===== config.mk =====
export PLATFORM = sky130hd
export DESIGN_NAME = sdpi_pin_interface
export DESIGN_NICKNAME = d
export VERILOG_FILES = /design/src/design/sdpi_pkg.sv /design/src/design/sdpi_pin_interface.sv
export SDC_FILE = /design/constraint.sdc
export NUM_CORES = 1
export LEC_CHECK = 0
export BUFFER_PORTS_ARGS = -buffer_cell sky130_fd_sc_hd__buf_4
export CAP_MARGIN = 20
export CORE_MARGIN = 8
export CORE_UTILIZATION = 31
export DETAILED_ROUTE_END_ITERATION = 10
export PLACE_DENSITY_LB_ADDON = 0.12
export SYNTH_ARGS = -nofsm -noshare
export SYNTH_HDL_FRONTEND = slang
export SYNTH_SLANG_ARGS = --single-unit

===== constraint.sdc =====
create_clock -name clock -period 8.4 [get_ports clock]
set_input_delay 1.68 -clock clock [delete_from_list [all_inputs] [get_ports clock]]
set_output_delay 1.68 -clock clock [all_outputs]
set_load 0.005 [all_outputs]

===== src/design/sdpi_pkg.sv =====
// Purpose: Shared constants and types for the SDRAM pin command interface
// Assumes: One clock at 10 MHz, synchronous active-low reset
// Notes: Organisation width is chosen by a module parameter

package sdpi_pkg;

    // ==========================================================
    // Geometry
    localparam int unsigned BANKS = 4;
    localparam int unsigned BANK_W = 2;
    localparam int unsigned ADDR_W = 12;
    localparam int unsigned COL_W = 12;
    localparam int unsigned PCH_BIT = 10;

    // ==========================================================
    // Mode op-code fields
    localparam int unsigned BL_LSB = 0;
    localparam int unsigned BT_BIT = 3;
    localparam int unsigned CL_LSB = 4;
    localparam int unsigned OPM_LSB = 7;
    localparam int unsigned WBM_BIT = 9;
    localparam logic [11:0] MODE_RST = 12'h0_020;

    // ==========================================================
    // Timing
    localparam int unsigned MASK_LAT = 2;
    localparam logic [8:0] FULL_PAGE = 9'h1_FF;

    // ==========================================================
    // Command codes: {row strobe, column strobe, write strobe}, active low
    typedef enum logic [2:0] {
        SDPI_CMD_MODE = 3'h0,
        SDPI_CMD_REFRESH = 3'h1,
        SDPI_CMD_PRECHARGE = 3'h2,
        SDPI_CMD_ACTIVATE = 3'h3,
        SDPI_CMD_WRITE = 3'h4,
        SDPI_CMD_READ = 3'h5,
        SDPI_CMD_TERMINATE = 3'h6,
        SDPI_CMD_NOP = 3'h7
    } sdpi_cmd_e;

    // Power states, Gray along run, suspend, power-down, self refresh
    typedef enum logic [1:0] {
        SDPI_RUN = 2'b00,
        SDPI_SUSPEND = 2'b01,
        SDPI_POWERDOWN = 2'b11,
        SDPI_SELFREF = 2'b10
    } sdpi_pwr_e;

    // Pin group from the controller
    typedef struct packed {
        logic clock_gate;
        logic chip_select_n;
        logic row_strobe_n;
        logic col_strobe_n;
        logic write_strobe_n;
        logic [BANK_W-1:0] bank_select;
        logic [ADDR_W-1:0] multiplexed_address;
        logic low_byte_mask;
        logic high_byte_mask;
    } sdpi_pins_s;

    // Decoded access handed to the core array
    typedef struct packed {
        logic wr_en;
        logic [BANK_W-1:0] bank;
        logic [ADDR_W-1:0] row;
        logic [COL_W-1:0] col;
    } sdpi_access_s;

endpackage


===== src/design/sdpi_pin_interface.sv =====
// Purpose: Pin-level command and data interface of a four-bank SDRAM
// Assumes: Pins are synchronous to clock; core array answers reads in the cycle of the access
// Notes: Timing checks and initialisation are outside this block

`timescale 1ns/1ns

module sdpi_pin_interface #(
    parameter int unsigned DQ_W = 16
) (
    // Clock and reset
    input wire logic clock,
    input wire logic rstn,
    // Controller pins
    input wire sdpi_pkg::sdpi_pins_s pins,
    input wire logic [DQ_W-1:0] data_lines_in,
    output logic [DQ_W-1:0] data_lines_out,
    output logic [DQ_W-1:0] data_lines_oe,
    // Core array access
    output sdpi_pkg::sdpi_access_s array_acc,
    output logic array_valid,
    output logic [DQ_W-1:0] array_wdata,
    output logic [DQ_W-1:0] array_wmask,
    input wire logic [DQ_W-1:0] array_rdata,
    // Status towards the core
    output logic [sdpi_pkg::BANKS-1:0] bank_open,
    output logic refresh_req,
    output logic receivers_on,
    output logic [11:0] mode_word
);
    import sdpi_pkg::*;

    // ==========================================================
    // Column width per organisation
    function automatic logic [COL_W-1:0] col_of(input logic [11:0] a);
        logic [COL_W-1:0] c;
        c = '0;
        if (DQ_W == 4) begin
            c = {a[11], 1'b0, a[9:0]};
        end else if (DQ_W == 8) begin
            c = {2'b00, a[9:0]};
        end else begin
            c = {3'b000, a[8:0]};
        end
        return c;
    endfunction

    // ==========================================================
    // Power state and pin capture
    sdpi_pwr_e pwr_r, pwr_nxt;
    logic [BANKS-1:0] open_r, open_nxt;
    logic [11:0] mode_r;
    logic bursting_r, burst_wr_r, apre_r;
    logic [BANK_W-1:0] bbank_r;
    logic [ADDR_W-1:0] row_r [BANKS];
    logic [COL_W-1:0] col_r;
    logic [8:0] left_r;
    logic [8:0] idx_r;
    logic cke_prev_r;

    wire low_power = (pwr_r == SDPI_POWERDOWN) || (pwr_r == SDPI_SELFREF);
    assign receivers_on = !low_power;
    wire active = (pwr_r == SDPI_RUN) && cke_prev_r;
    wire cke = pins.clock_gate;

    wire selected = active && !pins.chip_select_n;
    wire [2:0] code = {pins.row_strobe_n, pins.col_strobe_n,
        pins.write_strobe_n};
    wire is_act = selected && code == SDPI_CMD_ACTIVATE;
    wire is_rd = selected && code == SDPI_CMD_READ;
    wire is_wr = selected && code == SDPI_CMD_WRITE;
    wire is_pch = selected && code == SDPI_CMD_PRECHARGE;
    wire is_ref = selected && code == SDPI_CMD_REFRESH;
    wire is_mode = selected && code == SDPI_CMD_MODE;
    wire is_term = selected && code == SDPI_CMD_TERMINATE;
    wire [BANK_W-1:0] bank = pins.bank_select;
    wire apre = pins.multiplexed_address[PCH_BIT];

    wire [2:0] bl_code = mode_r[BL_LSB +: 3];
    wire [8:0] bl_beats = (bl_code == 3'h7) ? FULL_PAGE :
        (bl_code > 3'h3) ? 9'h0_000 : 9'(9'h0_001 << bl_code);
    wire [8:0] wbl = mode_r[WBM_BIT] ? 9'h0_001 : bl_beats;
    wire seq = !mode_r[BT_BIT];
    // Beats in the burst a read or write command starts
    wire [8:0] len = is_wr ? wbl : bl_beats;

    always_comb begin
        pwr_nxt = pwr_r;
        unique case (pwr_r)
            SDPI_RUN: begin
                if (!cke) begin
                    if (bursting_r) begin
                        pwr_nxt = SDPI_SUSPEND;
                    end else if (is_ref && open_r == '0) begin
                        pwr_nxt = SDPI_SELFREF;
                    end else begin
                        pwr_nxt = SDPI_POWERDOWN;
                    end
                end
            end
            SDPI_SUSPEND, SDPI_POWERDOWN, SDPI_SELFREF: begin
                if (cke) begin
                    pwr_nxt = SDPI_RUN;
                end
            end
        endcase
    end

    // ==========================================================
    // Bank state
    wire burst_last = bursting_r && left_r == 9'h0_001 &&
        left_r != FULL_PAGE;
    always_comb begin
        open_nxt = open_r;
        if (is_act) begin
            open_nxt[bank] = 1'b1;
        end
        if (is_pch) begin
            if (apre) begin
                open_nxt = '0;
            end else begin
                open_nxt[bank] = 1'b0;
            end
        end
        if (active && burst_last && apre_r && !is_rd && !is_wr) begin
            open_nxt[bbank_r] = 1'b0;
        end
        // A one-beat burst has no later beat to close it
        if ((is_rd || is_wr) && apre && len == 9'h0_001) begin
            open_nxt[bank] = 1'b0;
        end
    end

    wire [COL_W-1:0] step = (bl_beats == FULL_PAGE || seq) ?
        col_r + 1'b1 : col_r ^ {3'b000, 9'(idx_r ^ (idx_r + 1'b1))
        & (bl_beats - 1'b1)};
    wire [COL_W-1:0] col_next = (bl_beats == FULL_PAGE) ? step :
        ((col_r & ~{3'b000, bl_beats - 1'b1}) |
        (step & {3'b000, bl_beats - 1'b1}));

    always_ff @(posedge clock) begin
        if (!rstn) begin
            pwr_r <= SDPI_RUN;
            cke_prev_r <= 1'b1;
            open_r <= '0;
            mode_r <= MODE_RST;
            bursting_r <= 1'b0;
            burst_wr_r <= 1'b0;
            apre_r <= 1'b0;
            bbank_r <= '0;
            col_r <= '0;
            idx_r <= '0;
            left_r <= '0;
        end else begin
            pwr_r <= pwr_nxt;
            cke_prev_r <= cke;
            open_r <= open_nxt;
            if (is_mode) begin
                mode_r <= pins.multiplexed_address;
            end
            if (is_rd || is_wr) begin
                // The command edge carries the first beat itself
                bursting_r <= len != 9'h0_001;
                burst_wr_r <= is_wr;
                apre_r <= apre;
                bbank_r <= bank;
                col_r <= col_of(pins.multiplexed_address);
                idx_r <= '0;
                left_r <= (len == FULL_PAGE) ? FULL_PAGE : len - 1'b1;
            end else if (is_term || is_pch) begin
                bursting_r <= 1'b0;
            end else if (active && bursting_r) begin
                col_r <= col_next;
                idx_r <= idx_r + 1'b1;
                if (left_r != FULL_PAGE) begin
                    left_r <= left_r - 1'b1;
                    bursting_r <= !burst_last;
                end
            end
        end
    end

    generate
        for (genvar b = 0; b < BANKS; b++) begin : g_row
            always_ff @(posedge clock) begin
                if (!rstn) begin
                    row_r[b] <= '0;
                end else if (is_act && bank == b) begin
                    row_r[b] <= pins.multiplexed_address;
                end
            end
        end
    endgenerate

    // ==========================================================
    // Data path
    // per-byte mask spread
    logic [DQ_W-1:0] mask_bits;
    generate
        for (genvar i = 0; i < DQ_W; i++) begin : g_mask
            if (DQ_W == 16 && i < 8) begin : g_lo
                assign mask_bits[i] = pins.low_byte_mask;
            end else begin : g_hi
                assign mask_bits[i] = pins.high_byte_mask;
            end
        end
    endgenerate

    wire new_burst = is_rd || is_wr;
    wire cur_wr = new_burst ? is_wr : burst_wr_r;
    wire beat = new_burst || (active && bursting_r && !is_term && !is_pch);
    wire [BANK_W-1:0] cur_bank = new_burst ? bank : bbank_r;
    wire [COL_W-1:0] cur_col = new_burst ?
        col_of(pins.multiplexed_address) : col_next;

    assign array_valid = beat;
    assign array_acc = '{wr_en: cur_wr, bank: cur_bank,
        row: row_r[cur_bank], col: cur_col};
    assign array_wdata = data_lines_in;
    assign array_wmask = (beat && cur_wr && active) ? mask_bits : '0;

    // Read pipe: a beat's data follows one cycle later; the mask
    // needs a further cycle so its effect lands two edges after sampling
    logic rd_beat_r;
    logic [DQ_W-1:0] dout_r, mask_d1_r, mask_d2_r;
    always_ff @(posedge clock) begin
        if (!rstn) begin
            rd_beat_r <= 1'b0;
            dout_r <= '0;
            mask_d1_r <= '0;
            mask_d2_r <= '0;
        end else if (active) begin
            rd_beat_r <= beat && !cur_wr;
            dout_r <= array_rdata;
            mask_d1_r <= mask_bits;
            mask_d2_r <= mask_d1_r;
        end
    end

    assign data_lines_out = dout_r;
    assign data_lines_oe = (rd_beat_r && active) ? ~mask_d2_r : '0;
    assign bank_open = open_r;
    assign refresh_req = is_ref;
    assign mode_word = mode_r;

endmodule


==> summary.md <==
| Metric | Value |
|---|---|
| Clock transition at the registers of the reported paths | `0.06 ns` |
| Post-Syn Area | `6725 um^2` |
| Total Die Area | `26660 um^2` |
| Remaining DRCs | `0` |
| Worst hold path type | `flop to flop` |
| Total via count in the routed design | `5549` |
| Met1 Usage GRT | `0.1792` |
| TNS Setup | `0 ns` |
| Status | `complete, no violations` |
| Number of buffers inserted by post-CTS setup repair | `0` |
| Clock latency on the worst-skew pair | `0.42 ns` |
| Share of flip-flops with an asynchronous set or reset after synthesis | `0` |
| Count of yosys warnings during synthesis | `0` |
| Core Area | `21550 um^2` |
| DPL Wire Length | `13640 um` |
| Final worst clock skew | `0.01019 ns` |
| Static leakage | `3.467 nW` |
| Critical register-to-register path startpoint | `mode_word[2]` |
| Count of distinct cell types in the synthesized netlist | `64` |
| Die height | `163.3 um` |
| CP Data Required Time | `6.72 ns` |
| Endpoints failing hold | `0` |
| Simple-gate area share of the yosys netlist | `0.2138` |
| Ordered cell list for the critical path | `nand3_1 > and2_1 > inv_1 > ha_1 > nand4_1 > or4_1 > or3_1 > a21oi_1 > buf_4` |
| Number of buffers and inverters on the critical path | `2` |
| Global-route wire length before repair | `30100 um` |
| Peak ir drop on the vdd network | `102.9 uV` |
| Crit-path max FO | `19` |
| Unrepaired setup endpoints after global routing | `false` |
| Cell family contributing the most delay on the critical path | `simple AND/OR/NAND/NOR gates` |
| Highest-delay cell along the critical path | `or4_1` |
| Cells after synthesis | `741` |
| Global route overflow | `0` |
| Transition time of the tightest slew-check pin | `0.7691 ns` |
| Yosys reg bits | `122` |
| Hold wc startpoint | `mask_d1_r[7]` |
| Violation count after the first detailed-route iteration | `310` |
| Number of flops mapped to enable cells by yosys | `48` |
| Share of the yosys chip area belonging to registers | `0.4346` |
| Share of synthesized area spent on multiplexers | `0.07795` |
| Critical path startpoint | `mode_word[2]` |
| Internal reg-to-reg setup slack | `4.59 ns` |
| Syn avg cell area | `9.076 um^2` |
| Net count, final | `882` |
| Grt met2 use | `0.2374` |
| P&R area growth vs syn | `23.39%` |
| Most used DFF post-synth | `dfxtp_1` |
| Cell area power density | `187.9 nW/um^2` |
| Synth Area in Compound Gates | `0.1332` |
| Largest family of logic cells by synthesized area | `simple AND/OR/NAND/NOR gates` |
| Cts hold-fix bufs | `0` |
| Highest achievable clock rate | `169.5 MHz` |
| Number of antenna violations at the first check in global routing | `0` |
| Post-Synth Adder-Cell Area | `0.02233` |
| Maximum level of the CTS H-tree | `4` |
| Crit share post-route | `0.7022` |
| Worst setup path class | `flop to primary output` |
| Share of cells above drive strength 1 | `0.2331` |
| Final routed wirelength across all metal layers | `19000 um` |
| Clock tree from TritonCTS | `built` |
| Diode insertion count for antenna repair | `0` |
| Fin Hold WS | `0.4537 ns` |
| Met3 Resource Use GR | `0.03604` |
| Post-synthesis net count | `808` |
| Critical path capture point type | `primary output` |
| Number of port buffers | `132` |
| Number of clock buffers inserted by TritonCTS | `17` |
| XOR/XNOR share of the synthesized area | `0.02995` |
| Via count normalized by instance count | `5.008` |
| Kind of start point of the critical path | `flop` |
| TritonRoute pass-1 iters | `5` |
| Clock sink count | `122` |
| Post-CTS sizing | `0` |
| Core Rows | `54` |
| Number of routed nets with antenna violations | `0` |
| Number of failing setup endpoints in the final timing report | `0` |
| Routed wire per std cell | `17.15 um` |
| Pin count of the biggest net entering global routing | `53` |
| Busiest metal layer after global routing | `met2` |
| Chip width | `163.3 um` |
| Number of pins exceeding their max-slew limit in the final report | `0` |
| Number of top-level pins | `165` |
| Starting density of the core | `0.3120` |
| MaxCap Viol Count | `0` |
| GRT Resource Usage Total | `0.1425` |
| Clock Path Buffers | `2` |
| Shortest clock period the worst path allows after layout | `5.898 ns` |
| Via count of the first global-routing pass | `5441` |
| Arrival time of data at the critical path endpoint | `4.22 ns` |
| Routability Congestion | `0.8000` |
| Worst slew margin | `0.4865` |
| CTS root buffer | `clkbuf_16` |
| Slowest Stage Delay on Critical Path | `0.85 ns` |
==> cell type report <==
| type | instances | area (um^2) |
|---|---|---|
| inverter | 20 | 75.07 |
| clock buffer | 17 | 425.4 |
| clock inverter | 15 | 188.9 |
| multi-input combinational | 510 | 3234 |
| sequential | 122 | 2923 |
| tap | 280 | 350.3 |
| timing repair buffer | 144 | 1101 |
| fill | 2142 | 13260 |
==> final timing paths <==
kind,end,cells after the start
max,array_acc[10],9
min,mask_d1_r[7],2
max reg2reg,col_r[11],9
min reg2reg,mask_d1_r[7],2
==> cell usage in the layout (no fill, tap or decap), drive strengths merged, types with 4 or more instances in the layout <==
master / count
buf: 144
nand2: 79
dfxtp: 74
nor2: 67
mux2i: 52
and2: 51
a21oi: 51
edfxtp: 48
o21ai: 29
inv: 23
clkbuf: 17
nor3: 15
xor2: 12
ha: 12
nand4: 11
xnor2: 11
nor4: 9
nand2b: 8
a211oi: 8
nand3: 8
o21a: 6
a31oi: 6
clkinv: 6
or4: 5
nor3b: 5
and3: 4
or3: 4
and4: 4
o211ai: 4
a311oi: 4
or3b: 4
==> cells in the mapped netlist (4+ instances only) <==
master | count | area [um^2]
ha_1 | 12 | 150.1
o21a_1 | 6 | 45.04
and4_1 | 4 | 35.03
xor2_1 | 12 | 105.1
dfxtp_1 | 74 | 1481
o21ai_0 | 29 | 145.1
buf_2 | 9 | 45.04
nor3b_1 | 5 | 37.54
nand4_1 | 11 | 68.82
and3_1 | 4 | 25.02
nand3_1 | 8 | 40.04
o211ai_1 | 4 | 30.03
nand2b_1 | 8 | 50.05
a211oi_1 | 8 | 60.06
mux2i_1 | 51 | 510.5
clkbuf_1 | 31 | 116.4
nor3_1 | 14 | 70.07
inv_1 | 19 | 71.32
a311oi_1 | 4 | 35.03
buf_4 | 46 | 345.3
nor4_1 | 9 | 56.30
or3_1 | 4 | 25.02
edfxtp_1 | 48 | 1441
or4_1 | 5 | 37.54
a21oi_1 | 51 | 255.2
nor2_1 | 64 | 240.2
a31oi_1 | 6 | 37.54
nand2_1 | 79 | 296.5
and2_1 | 51 | 319.1
xnor2_1 | 11 | 96.34
==> state kept, by name, summed over array words and instances (netlist names) <==
name and flops:
rd_beat_r 1, pwr_r 2, bursting_r 1, left_r 9, mode_word 12, bank_open 4
mask_d1_r 2, cke_prev_r 1, data_lines_out 16, row_r 48, mask_d2_r 2, bbank_r 2
idx_r 8, burst_wr_r 1, apre_r 1, col_r 12
==> cell families (layout without fill, tap and decap cells) <==
| family | Yosys count | in the layout |
|---|---|---|
| AO/OA/AOI/OAI | 141 | 141 |
| multiplexers | 52 | 52 |
| XOR/XNOR | 23 | 23 |
| buffers and inverters | 109 | 196 |
| AND/OR/NAND/NOR | 282 | 282 |
| adder cells (fa/ha/maj) | 12 | 12 |
| flip-flops | 122 | 122 |
==> metrics by stage <==
stage	utilization	setup slack [ns]	cell area [um^2]	total power [W]	std cells
2_1_floorplan	-	3.217	6725	0.0007452	741
3_3_place_gp	0.3549	2.413	7649	0.0008090	1074
3_5_place_dp	0.3549	2.208	7649	0.0008118	1074
4_1_cts	0.3834	2.245	8263	0.001580	1106
5_1_grt	0.3850	2.301	8298	0.001620	1108
6_report	0.3850	2.502	8298	0.001559	1108
==> routing by layer <==
metal / vias to the layer above / wire, um
li1: 2733 / -
met1: 2674 / 8412
met2: 126 / 9575
met3: 16 / 835
met4: 0 / 178
met5: - / 0
==> worst min-delay path, stage by stage (launching register included) <==
cell	delay [ns]
dfxtp_1	0.30
nand2_1	0.05
a21oi_1	0.05
==> where the power goes <==
group,leakage [nW],switching (W),internal [W]
clock network,0.291,0.000290,0.000471
logic,2.07,0.0000817,0.0000667
registers,1.10,0.0000145,0.000635
No activity file was read; power rests on OpenSTA's default activity.
